File: src/design/aoc_pkg.sv
`default_nettype none
package aoc_pkg;
  // ===========================================
  // sizes
  localparam int unsigned NUM_CH = 4;
  localparam int unsigned ADDR_W = 8;
  localparam int unsigned WORD_W = 32;
  localparam int unsigned FIFO_DEPTH = 32;
  localparam int unsigned LVL_W = 6;
  // ===========================================
  // register map (byte addresses)
  localparam logic [7:0] OFF_OUTWORD = 8'h00;
  localparam logic [7:0] OFF_CTRL = 8'h04;
  localparam logic [7:0] OFF_STATUS = 8'h08;
  localparam logic [7:0] OFF_CH_BASE = 8'h10;
  localparam logic [7:0] OFF_CH_LAST = 8'h1C;
  localparam logic [31:0] OUTWORD_RST = 32'h0000_0000;
  localparam logic [31:0] CTRL_RST = 32'h0000_0000;
  // ===========================================
  // field positions
  localparam int unsigned CTRL_PAUSE_BIT = 0;
  localparam int unsigned STAT_EN_BIT = 0;
  localparam int unsigned STAT_EMPTY_BIT = 1;
  localparam int unsigned STAT_FULL_BIT = 2;
  localparam int unsigned STAT_LVL_LSB = 8;
  // ===========================================
  // axi responses
  localparam logic [1:0] RESP_OKAY = 2'b00;
  localparam logic [1:0] RESP_SLVERR = 2'b10;
  // ===========================================
  // output current scale, microamps
  localparam logic [31:0] UA_ZERO = 32'h0000_0FA0;
  localparam logic [31:0] UA_SPAN = 32'h0000_3E80;
  localparam logic [31:0] CODE_MAX = 32'h0000_FFFF;
  typedef logic [15:0] code_t;
  typedef logic [14:0] ua_t;
  typedef enum logic [1:0] {
    CH_1 = 2'b00,
    CH_2 = 2'b01,
    CH_3 = 2'b10,
    CH_4 = 2'b11
  } chan_t;
  typedef struct packed {
    logic en;
    logic [12:0] rsvd;
    chan_t sel;
    code_t data;
  } host_word_t;
  function automatic ua_t code_to_ua(input code_t d);
    logic [31:0] p;
    p = (UA_SPAN * {16'h0000, d}) / CODE_MAX + UA_ZERO;
    return p[14:0];
  endfunction
endpackage
`default_nettype wire

File: src/design/aoc_top.sv
`default_nettype none
// ===========================================
// fifo
module aoc_fifo #(
  parameter int unsigned W = 32,
  parameter int unsigned DEPTH = 32,
  parameter int unsigned AW = 5
) (
  input wire logic clk,
  input wire logic rst,
  input wire logic in_valid,
  output logic in_ready,
  input wire logic [W-1:0] in_data,
  output logic out_valid,
  input wire logic out_ready,
  output logic [W-1:0] out_data,
  output logic [AW:0] level
);
  logic [W-1:0] mem [DEPTH];
  logic [AW:0] wr_r;
  logic [AW:0] rd_r;
  logic push;
  logic pop;
  assign level = wr_r - rd_r;
  // level counts up to depth itself, so the full test needs the extra bit
  assign in_ready = (level != (AW+1)'(DEPTH));
  assign out_valid = (wr_r != rd_r);
  assign out_data = mem[rd_r[AW-1:0]];
  assign push = in_valid && in_ready;
  assign pop = out_valid && out_ready;
  always_ff @(posedge clk or posedge rst) begin
    if (rst) begin
      wr_r <= '0;
    end else if (push) begin
      wr_r <= wr_r + (AW+1)'(1);
    end
  end
  always_ff @(posedge clk or posedge rst) begin
    if (rst) begin
      rd_r <= '0;
    end else if (pop) begin
      rd_r <= rd_r + (AW+1)'(1);
    end
  end
  always_ff @(posedge clk) begin
    if (push) begin
      mem[wr_r[AW-1:0]] <= in_data;
    end
  end
endmodule

module aoc_top (
  // clock and reset
  input wire logic CORE_CLK,
  input wire logic RST,
  // axi4-lite write
  input wire logic [aoc_pkg::ADDR_W-1:0] S_AXI_AWADDR,
  input wire logic [2:0] S_AXI_AWPROT,
  input wire logic S_AXI_AWVALID,
  output logic S_AXI_AWREADY,
  input wire logic [31:0] S_AXI_WDATA,
  input wire logic [3:0] S_AXI_WSTRB,
  input wire logic S_AXI_WVALID,
  output logic S_AXI_WREADY,
  output logic [1:0] S_AXI_BRESP,
  output logic S_AXI_BVALID,
  input wire logic S_AXI_BREADY,
  // axi4-lite read
  input wire logic [aoc_pkg::ADDR_W-1:0] S_AXI_ARADDR,
  input wire logic [2:0] S_AXI_ARPROT,
  input wire logic S_AXI_ARVALID,
  output logic S_AXI_ARREADY,
  output logic [31:0] S_AXI_RDATA,
  output logic [1:0] S_AXI_RRESP,
  output logic S_AXI_RVALID,
  input wire logic S_AXI_RREADY,
  // channel outputs
  output logic OUT_ENABLE,
  output aoc_pkg::code_t [aoc_pkg::NUM_CH-1:0] CH_CODE,
  output aoc_pkg::ua_t [aoc_pkg::NUM_CH-1:0] CH_UA
);
  // ===========================================
  // helpers
  function automatic logic [31:0] merge(input logic [31:0] old, input logic [31:0] d, input logic [3:0] s);
    logic [31:0] m;
    m = old;
    for (int i = 0; i < 4; i++) begin
      if (s[i]) begin
        m[i*8 +: 8] = d[i*8 +: 8];
      end
    end
    return m;
  endfunction

  // ===========================================
  // state
  logic aw_held_r;
  logic [aoc_pkg::ADDR_W-1:0] aw_addr_r;
  logic w_held_r;
  logic [31:0] w_data_r;
  logic [3:0] w_strb_r;
  logic bvalid_r;
  logic [1:0] bresp_r;
  logic rvalid_r;
  logic [31:0] rdata_r;
  logic [1:0] rresp_r;
  logic [31:0] outword_r;
  logic [31:0] ctrl_r;
  logic en_r;
  aoc_pkg::code_t [aoc_pkg::NUM_CH-1:0] ch_r;
  aoc_pkg::ua_t [aoc_pkg::NUM_CH-1:0] ua_r;
  logic [31:0] wr_word;
  logic is_out;
  logic is_ctrl;
  logic both_held;
  logic do_write;
  logic fifo_in_valid;
  logic fifo_in_ready;
  logic fifo_out_valid;
  logic fifo_pop_ready;
  logic [31:0] fifo_dout;
  logic [aoc_pkg::LVL_W-1:0] fifo_lvl;
  logic apply;
  aoc_pkg::host_word_t hw;
  logic [31:0] status;

  assign is_out = (aw_addr_r == aoc_pkg::OFF_OUTWORD);
  assign is_ctrl = (aw_addr_r == aoc_pkg::OFF_CTRL);
  assign both_held = aw_held_r && w_held_r && !bvalid_r;
  // a full fifo holds the write response back, stalling the master
  assign do_write = both_held && (!is_out || fifo_in_ready);
  assign fifo_in_valid = both_held && is_out;
  assign wr_word = merge(outword_r, w_data_r, w_strb_r);
  assign S_AXI_AWREADY = !aw_held_r && !bvalid_r;
  assign S_AXI_WREADY = !w_held_r && !bvalid_r;
  assign S_AXI_BVALID = bvalid_r;
  assign S_AXI_BRESP = bresp_r;
  assign S_AXI_ARREADY = !rvalid_r;
  assign S_AXI_RVALID = rvalid_r;
  assign S_AXI_RDATA = rdata_r;
  assign S_AXI_RRESP = rresp_r;

  // ===========================================
  // write channel
  always_ff @(posedge CORE_CLK or posedge RST) begin
    if (RST) begin
      aw_held_r <= 1'b0;
      aw_addr_r <= '0;
    end else if (S_AXI_AWVALID && S_AXI_AWREADY) begin
      aw_held_r <= 1'b1;
      aw_addr_r <= S_AXI_AWADDR;
    end else if (do_write) begin
      aw_held_r <= 1'b0;
    end
  end
  always_ff @(posedge CORE_CLK or posedge RST) begin
    if (RST) begin
      w_held_r <= 1'b0;
      w_data_r <= '0;
      w_strb_r <= '0;
    end else if (S_AXI_WVALID && S_AXI_WREADY) begin
      w_held_r <= 1'b1;
      w_data_r <= S_AXI_WDATA;
      w_strb_r <= S_AXI_WSTRB;
    end else if (do_write) begin
      w_held_r <= 1'b0;
    end
  end
  always_ff @(posedge CORE_CLK or posedge RST) begin
    if (RST) begin
      bvalid_r <= 1'b0;
      bresp_r <= aoc_pkg::RESP_OKAY;
    end else if (do_write) begin
      bvalid_r <= 1'b1;
      bresp_r <= (is_out || is_ctrl) ? aoc_pkg::RESP_OKAY : aoc_pkg::RESP_SLVERR;
    end else if (S_AXI_BREADY) begin
      bvalid_r <= 1'b0;
    end
  end
  always_ff @(posedge CORE_CLK or posedge RST) begin
    if (RST) begin
      outword_r <= aoc_pkg::OUTWORD_RST;
      ctrl_r <= aoc_pkg::CTRL_RST;
    end else if (do_write && is_out) begin
      outword_r <= wr_word;
    end else if (do_write && is_ctrl) begin
      ctrl_r <= merge(ctrl_r, w_data_r, w_strb_r) & 32'h0000_0001;
    end
  end

  // ===========================================
  // read channel
  always_comb begin
    status = '0;
    status[aoc_pkg::STAT_EN_BIT] = en_r;
    status[aoc_pkg::STAT_EMPTY_BIT] = !fifo_out_valid;
    status[aoc_pkg::STAT_FULL_BIT] = !fifo_in_ready;
    status[aoc_pkg::STAT_LVL_LSB +: aoc_pkg::LVL_W] = fifo_lvl;
  end
  always_ff @(posedge CORE_CLK or posedge RST) begin
    if (RST) begin
      rvalid_r <= 1'b0;
      rdata_r <= '0;
      rresp_r <= aoc_pkg::RESP_OKAY;
    end else if (S_AXI_ARVALID && S_AXI_ARREADY) begin
      rvalid_r <= 1'b1;
      rresp_r <= aoc_pkg::RESP_OKAY;
      rdata_r <= '0;
      if (S_AXI_ARADDR == aoc_pkg::OFF_OUTWORD) begin
        rdata_r <= outword_r;
      end else if (S_AXI_ARADDR == aoc_pkg::OFF_CTRL) begin
        rdata_r <= ctrl_r;
      end else if (S_AXI_ARADDR == aoc_pkg::OFF_STATUS) begin
        rdata_r <= status;
      end else if (S_AXI_ARADDR >= aoc_pkg::OFF_CH_BASE && S_AXI_ARADDR <= aoc_pkg::OFF_CH_LAST
                   && S_AXI_ARADDR[1:0] == 2'b00) begin
        rdata_r <= {16'h0000, ch_r[S_AXI_ARADDR[3:2]]};
      end else begin
        rresp_r <= aoc_pkg::RESP_SLVERR;
      end
    end else if (S_AXI_RREADY) begin
      rvalid_r <= 1'b0;
    end
  end

  // ===========================================
  // word buffer
  // host words queue here so a burst of writes is applied in order
  assign fifo_pop_ready = !ctrl_r[aoc_pkg::CTRL_PAUSE_BIT];
  aoc_fifo #(.W(aoc_pkg::WORD_W), .DEPTH(aoc_pkg::FIFO_DEPTH), .AW(aoc_pkg::LVL_W - 1)) u_fifo (
    .clk(CORE_CLK),
    .rst(RST),
    .in_valid(fifo_in_valid),
    .in_ready(fifo_in_ready),
    .in_data(wr_word),
    .out_valid(fifo_out_valid),
    .out_ready(fifo_pop_ready),
    .out_data(fifo_dout),
    .level(fifo_lvl)
  );
  assign apply = fifo_out_valid && fifo_pop_ready;
  assign hw = aoc_pkg::host_word_t'(fifo_dout);

  // ===========================================
  // channel update
  always_ff @(posedge CORE_CLK or posedge RST) begin
    if (RST) begin
      en_r <= 1'b0;
    end else if (apply) begin
      en_r <= hw.en;
    end
  end
  always_ff @(posedge CORE_CLK or posedge RST) begin
    if (RST) begin
      ch_r <= '0;
    end else if (apply && !hw.en) begin
      ch_r <= '0;
    end else if (apply) begin
      ch_r[hw.sel] <= hw.data;
    end
  end
  // cleared codes give 4 mA until a non-zero value lands
  always_ff @(posedge CORE_CLK or posedge RST) begin
    if (RST) begin
      ua_r <= {aoc_pkg::NUM_CH{aoc_pkg::ua_t'(aoc_pkg::UA_ZERO)}};
    end else begin
      for (int i = 0; i < aoc_pkg::NUM_CH; i++) begin
        ua_r[i] <= aoc_pkg::code_to_ua(ch_r[i]);
      end
    end
  end
  assign OUT_ENABLE = en_r;
  assign CH_CODE = ch_r;
  assign CH_UA = ua_r;

  function automatic aoc_pkg::ua_t ua_t_of(input aoc_pkg::code_t d);
    return aoc_pkg::code_to_ua(d);
  endfunction
endmodule
`default_nettype wire

File: config.mk
export PLATFORM = sky130hd
export DESIGN_NAME = aoc_top
export DESIGN_NICKNAME = d
export VERILOG_FILES = /design/src/design/aoc_pkg.sv /design/src/design/aoc_top.sv
export SDC_FILE = /design/constraint.sdc
export NUM_CORES = 2
export LEC_CHECK = 0
export ABC_CLOCK_PERIOD_IN_PS = 24600
export BUFFER_PORTS_ARGS = -buffer_cell sky130_fd_sc_hd__buf_2
export CAP_MARGIN = 30
export CORE_UTILIZATION = 40
export DETAILED_ROUTE_END_ITERATION = 16
export MAX_ROUTING_LAYER = met4
export PLACE_DENSITY_LB_ADDON = 0.25
export SLEW_MARGIN = 25
export SYNTH_ARGS = -nofsm -noshare
export SYNTH_HDL_FRONTEND = slang
export SYNTH_SLANG_ARGS = --single-unit
export TNS_END_PERCENT = 30
File: constraint.sdc
create_clock -name CORE_CLK -period 24.6 [get_ports CORE_CLK]
set_input_delay 3.69 -clock CORE_CLK [delete_from_list [all_inputs] [get_ports CORE_CLK]]
set_output_delay 3.69 -clock CORE_CLK [all_outputs]
set_load 0.02 [all_outputs]
# Word-level counts from Yosys, hierarchy flattened
# Memories as Yosys holds them, arrays and structs flattened.
# Cells that the tools add are included.
[word_totals]
regBits = 254
ram_bits = 1024
mem_count = 1
mem_bits_ro = 0
out_inout_bits = 166
latchBits = 0
inputBits = 65
[mem_list]
columns = ["memory", "words", "word_bits", "read_ports", "rd_clocked_by_memory_dff", "wr", "line_no", "source"]
rows = [
  ["u_fifo.mem", 32, 32, 1, 0, 1, "aoc_top.sv:19", "logic [W-1:0] mem [DEPTH];"],
]
[classes]
eq_ne = 5
n_bitwise = 1
n_addsub = 7
muxes = 29
n_mul = 4
n_reduce_logical = 37
n_lt_le_gt_ge = 5
div_mod_pow = 4
n_shift = 0
[ops]
columns = ["op", "n"]
rows = [
  ["30-bit by 16-bit divider with 32-bit output (second input constant)", 4],
  ["64-bit 2-to-1 mux", 2],
  ["7-bit by 16-bit multiplier with 23-bit output (first input constant)", 4],
  ["16-bit 2-to-1 mux", 5],
  ["64-bit bitwise mux", 1],
  ["15-bit by 12-bit adder with 15-bit output (second input constant)", 4],
  ["16-bit binary-select mux with 2-bit select", 1],
  ["16-bit demux with 2-bit select", 1],
  ["32-bit 2-to-1 mux", 1],
  ["8-bit 2-to-1 mux", 4],
  ["1-bit logical AND", 17],
  ["8-bit by 3-bit == test with 1-bit output (second input constant)", 2],
  ["8-bit zero test", 2],
  ["6-bit by 1-bit adder with 6-bit output (second input constant)", 2],
  ["2-bit 2-to-1 mux", 5],
  ["2-bit nonzero test", 5],
  ["1-bit zero test", 9],
  ["1-bit 2-to-1 mux", 9],
  ["8-bit by 4-bit == test with 1-bit output (second input constant)", 1],
  ["8-bit by 5-bit >= comparator with 1-bit output (second input constant)", 1],
  ["8-bit by 5-bit less-or-equal comparator with 1-bit output (second input constant)", 1],
  ["2-bit by 3-bit < comparator with 1-bit output (second input constant)", 2],
  ["6-bit != test", 1],
  ["6-bit != test (second input constant)", 1],
  ["6 further kinds", 7],
]

# Depth between registers and ports, before layout
# An unclocked memory read counts as a cell.
[depth]
depth_word = 8
mapped_depth = 76

# Modules after synthesis
# A second synthesis with hierarchy kept.
[unflattened]
hier_cells = 6797
area_unflattened_um2 = 81664.6
[by_module_without_submodules]
columns = ["mod", "instances", "cells_each", "seq_area_each_um2", "area_each_um2"]
rows = [
  ["aoc_top", 1, 5142, 6035.8, 41929.0],
  ["aoc_fifo", 1, 1655, 31049.8, 39735.6],
]

# Worst setup path after synthesis
# Ideal clock, no wire load.
[synth_timing]
path_type = "register to register"
startpoint = "register ch_r, in the netlist CH_CODE[17]"
endpoint = "register ua_r, in the netlist CH_UA[15]"
synth_period_minus_slack_ps = 17946
n_path_buf = 8
t_arrival_ps = 17820
setup_slack_ps = 6654
path_stages_with_launch = 71
path_cell_list = "dfrtp_1 -> clkbuf_1 -> inv_1 -> fa_1 -> fa_1 -> fa_1 -> fa_1 -> inv_1 -> ha_1 -> buf_6 -> a21o_1 -> or4_1 -> o21ai_1 -> xor2_1 -> or4_1 -> nor3_1 -> o221ai_1 -> a22o_1 -> [... 35 more ...] -> buf_6 -> xnor2_1 -> ha_1 -> nand2_1 -> mux2i_1 -> o211ai_4 -> xnor2_1 -> ha_1 -> nand2_2 -> nor3_4 -> inv_2 -> xnor2_1 -> ha_1 -> inv_1 -> o31a_1 -> or3b_1 -> or4_1 -> a221o_1"
[synth_between]
elab_chain_len = 3
[synth_lines]
columns = ["element", "line_no", "source"]
rows = [
  ["start: declaration", "aoc_top.sv:110", "aoc_pkg::code_t [aoc_pkg::NUM_CH-1:0] ch_r;"],
  ["start signal: indexed assignment", "aoc_top.sv:259", "ch_r[hw.sel] <= hw.data;"],
  ["7-bit by 16-bit multiplier with 23-bit output", "aoc_pkg.sv:51", "p = (UA_SPAN * {16'h0000, d}) / CODE_MAX + UA_ZERO;"],
  ["30-bit by 16-bit divider with 32-bit output", "aoc_pkg.sv:51", ""],
  ["15-bit by 12-bit adder with 15-bit output", "aoc_pkg.sv:51", ""],
  ["end signal: assignment", "aoc_top.sv:265", "ua_r <= {aoc_pkg::NUM_CH{aoc_pkg::ua_t'(aoc_pkg::UA_ZERO)}};"],
  ["end signal: indexed assignment", "aoc_top.sv:268", "ua_r[i] <= aoc_pkg::code_to_ua(ch_r[i]);"],
  ["end: declaration", "aoc_top.sv:111", "aoc_pkg::ua_t [aoc_pkg::NUM_CH-1:0] ua_r;"],
]
# Every way passes these cells.
# A chain may end at the register's enable or synchronous reset.

# Final worst setup path
[layout_timing]
startpoint = "register ch_r, in the netlist CH_CODE[49]"
endpoint = "register ua_r, in the netlist CH_UA[45]"
# The elaborated chain is that of the path after synthesis.

==> results.json <==
{
  "ys.flop_type": "edfxtp_1",
  "fin_crit_sh": 0.8732,
  "cts_buffers": 92,
  "viasPerCell": 6.034,
  "holdBufCountCts": 0,
  "ys_warn_count": 0,
  "critical_path.endpoint_type": "flop",
  "async_flop_share": 0.2930,
  "tns_ps": 0,
  "status": "complete, no violations",
  "grt_pass1_wl_um": 298300,
  "grt.total_usage": 0.2386,
  "wl_met2_um": 89200,
  "top_layer_used": "met4",
  "routed_wl_um": 193100,
  "required_ps": 25130,
  "fin_crit_ps": 21480,
  "clk_pin_slew_worst_paths_ps": 60,
  "dr_total_vias": 52010,
  "die_w_um": 405.6,
  "finalClockSkew_ps": 74.65,
  "grt_start_max_net_pins": 84,
  "worst_pin_slew_ps": 989.4,
  "start_util": 0.4045,
  "max-cap-violations": 0,
  "synth_seq_cells": 860,
  "routabilityCongestion": 0.9269,
  "final_nets": 6916,
  "grt_pass1_vias": 49920,
  "final-setup-viol-count": 0,
  "dr_wl_met3_um": 14670,
  "core_area_sq_um": 161100,
  "path_common_cell": "ha_1",
  "cpPeakStageDelay_ps": 780,
  "drtIter0Drc": 4748,
  "synth_edf_count": 608,
  "synth.avg_cell_area_sq_um": 10.50,
  "antenna_found_initial": 3,
  "syn2layout_area_growth_pct": 10.48,
  "yosysTopAreaCellShare": 0.2802,
  "die-area_sq_um": 164500,
  "fmax_mhz": 46.56,
  "syn_area_sq_um": 65170,
  "cts-resized-gates": 0,
  "syn_inst": 6206,
  "yosysTopAreaCell": "edfxtp_1",
  "cp_top_family": "compound AO/OA/AOI/OAI gates",
  "relSlewSlack": 0.3364,
  "hpwl_um": 143100,
  "hold_viol": 0,
  "rsz0062_at_grt": "false",
  "drive_gt1_frac": 0.1581,
  "fp.dieH_um": 405.6,
  "crit_buf_inv": 5,
  "dr.pass1.iters": 6,
  "cts_buffer_depth": 3,
  "gr-total-overflow": 0,
  "rows": 147,
  "critPathLaunchType": "flop",
  "drc": 0,
  "routedWlPerCell_um": 22.41,
  "finish.utilization": 0.4468,
  "nFillCells": 15270,
  "yosysSeqAreaShare": 0.3774,
  "layout.cells.most_common": "edfxtp_1",
  "post_cts_buffers": 0,
  "htree_levels": 3,
  "cts_tree": "yes",
  "numPortBuffers": 222,
  "clk_latency_ps": 750,
  "cts_num_sinks": 860,
  "wl_met1_um": 85900,
  "min_path_type": "flop to flop",
  "cp_slowest_cell": "dfrtp_1",
  "criticalPathCategory": "flop to flop",
  "arrival_ps": 22010,
  "synth_area_leaders": "edfxtp_1 28%, dfrtp_1 8.8%, mux4_2 7.1%",
  "final_cell_mix": "608 x edfxtp_1, 533 x nand2_1, 391 x inv_1",
  "yosysUniqueCellTypes": 136,
  "cts_root_buffer": "clkbuf_16",
  "io_pins": 231,
  "maxSlewViolCount": 0,
  "path_max_fanout": 14,
  "final_antenna_net_count": 0
}
## worst reg2reg max path: cells and delay by family, from the launching register on
kind                       cells  cell delay [ps]
AOI/OAI and AO/OA             19             6740
and+or+nand+nor               18             5470
adders and majority gates     11             4260
xor gates and xnor gates       6             2200
muxes                          3             1080
buffers and inverters          5              790
DFF                            1              780
## Yosys cell counts, types with 28 or more instances
| cell | instances |
|---|---|
| o211ai_1 | 62 |
| or2_2 | 46 |
| nand3_1 | 201 |
| fa_1 | 217 |
| and2_1 | 99 |
| xnor2_1 | 172 |
| and4_1 | 36 |
| edfxtp_1 | 608 |
| nand4_1 | 110 |
| a21o_1 | 70 |
| clkbuf_1 | 147 |
| nor3_1 | 158 |
| mux2_2 | 126 |
| a21boi_0 | 36 |
| a31o_2 | 28 |
| mux2i_1 | 76 |
| mux4_2 | 206 |
| ha_1 | 254 |
| a211oi_1 | 67 |
| nand2_1 | 534 |
| o31a_1 | 43 |
| nor2_1 | 387 |
| a21oi_1 | 290 |
| dfrtp_1 | 228 |
| o21ai_0 | 305 |
| and3_1 | 78 |
| o21ai_1 | 31 |
| buf_1 | 32 |
| o211a_1 | 35 |
| o31ai_1 | 41 |
| inv_1 | 393 |
| o2111ai_1 | 32 |
| xor2_1 | 85 |
| o21a_1 | 51 |
| nor4_1 | 89 |
| buf_2 | 36 |
| or3_1 | 62 |
| or4_1 | 34 |
| a31oi_1 | 72 |
| nand2b_1 | 39 |
## state kept, by name, indices dropped and copies added, names as in the netlist, 4 cells and up
| signal | count |
|---|---|
| CH_CODE | 64 |
| CH_UA | 60 |
| S_AXI_RDATA | 32 |
| aw_addr_r | 8 |
| outword_r | 32 |
| u_fifo.mem | 608 |
| u_fifo.rd_r | 6 |
| u_fifo.wr_r | 6 |
| w_data_r | 32 |
| w_strb_r | 4 |
## metal layers
metal | vias to the layer above | track usage
met5 | - | -
met4 | 0 | 0.04753
met3 | 187 | 0.04600
met2 | 1705 | 0.3702
met1 | 26030 | 0.3253
li1 | 24090 | -
## metrics by stage
step | worst slack, ps | std cells | hold WS (ps) | instance area [sq um]
floorplan | 6654 | 6207 | 461.7 | 65170
global placement | 3392 | 8433 | 460.3 | 68750
detailed placement | 3267 | 8437 | 469.0 | 68800
CTS | 3214 | 8609 | 484.8 | 71900
global route | 1616 | 8619 | 507.1 | 72000
finish | 3120 | 8619 | 479.2 | 72000
## final timing paths
path,start,to,slack [ps],cells after the start
max,CH_CODE[49]$_DFFE_PP0P_,CH_UA[45]$_DFF_PP0_,3120,62
min,S_AXI_RDATA[27]$_DFFE_PP0P_,S_AXI_RDATA[27]$_DFFE_PP0P_,480,2
max reg2reg,CH_CODE[49]$_DFFE_PP0P_,CH_UA[45]$_DFF_PP0_,3120,62
min reg2reg,S_AXI_RDATA[27]$_DFFE_PP0P_,S_AXI_RDATA[27]$_DFFE_PP0P_,480,2
max in group asynchronous,RST,u_fifo.wr_r[1]$_DFFE_PP0P_,19390,4
min in group asynchronous,RST,CH_UA[51]$_DFF_PP0_,3030,2
## cells by family (layout without fill, tap and decap cells)
family	after synthesis	in the layout	synth area share
multiplexers	410	410	0.1050
adder cells (fa/ha/maj)	475	475	0.1160
flip-flops	860	860	0.3774
AO/OA/AOI/OAI	1541	1541	0.1675
buffers and inverters	624	875	0.03742
XOR/XNOR	259	259	0.03513
other	1	3	0.00005754
AND/OR/NAND/NOR	2036	2036	0.1614
## final cells by class
| type | instances | area, sq um | area share |
|---|---|---|---|
| diodes | 1 | 2.502 | 0.00003476 |
| clock buffers | 119 | 2514 | 0.03491 |
| clock inverters | 53 | 590.6 | 0.008203 |
| inverters | 400 | 1514 | 0.02103 |
| multi-input cells | 4723 | 38310 | 0.5321 |
| flip-flops and latches | 860 | 24600 | 0.3417 |
| well taps | 2160 | 2703 | 0.03754 |
| repair buffers | 303 | 1764 | 0.02450 |
Power is not shown: default switching activity piles up to over one toggle a cycle in this logic, so the estimate is an artifact.
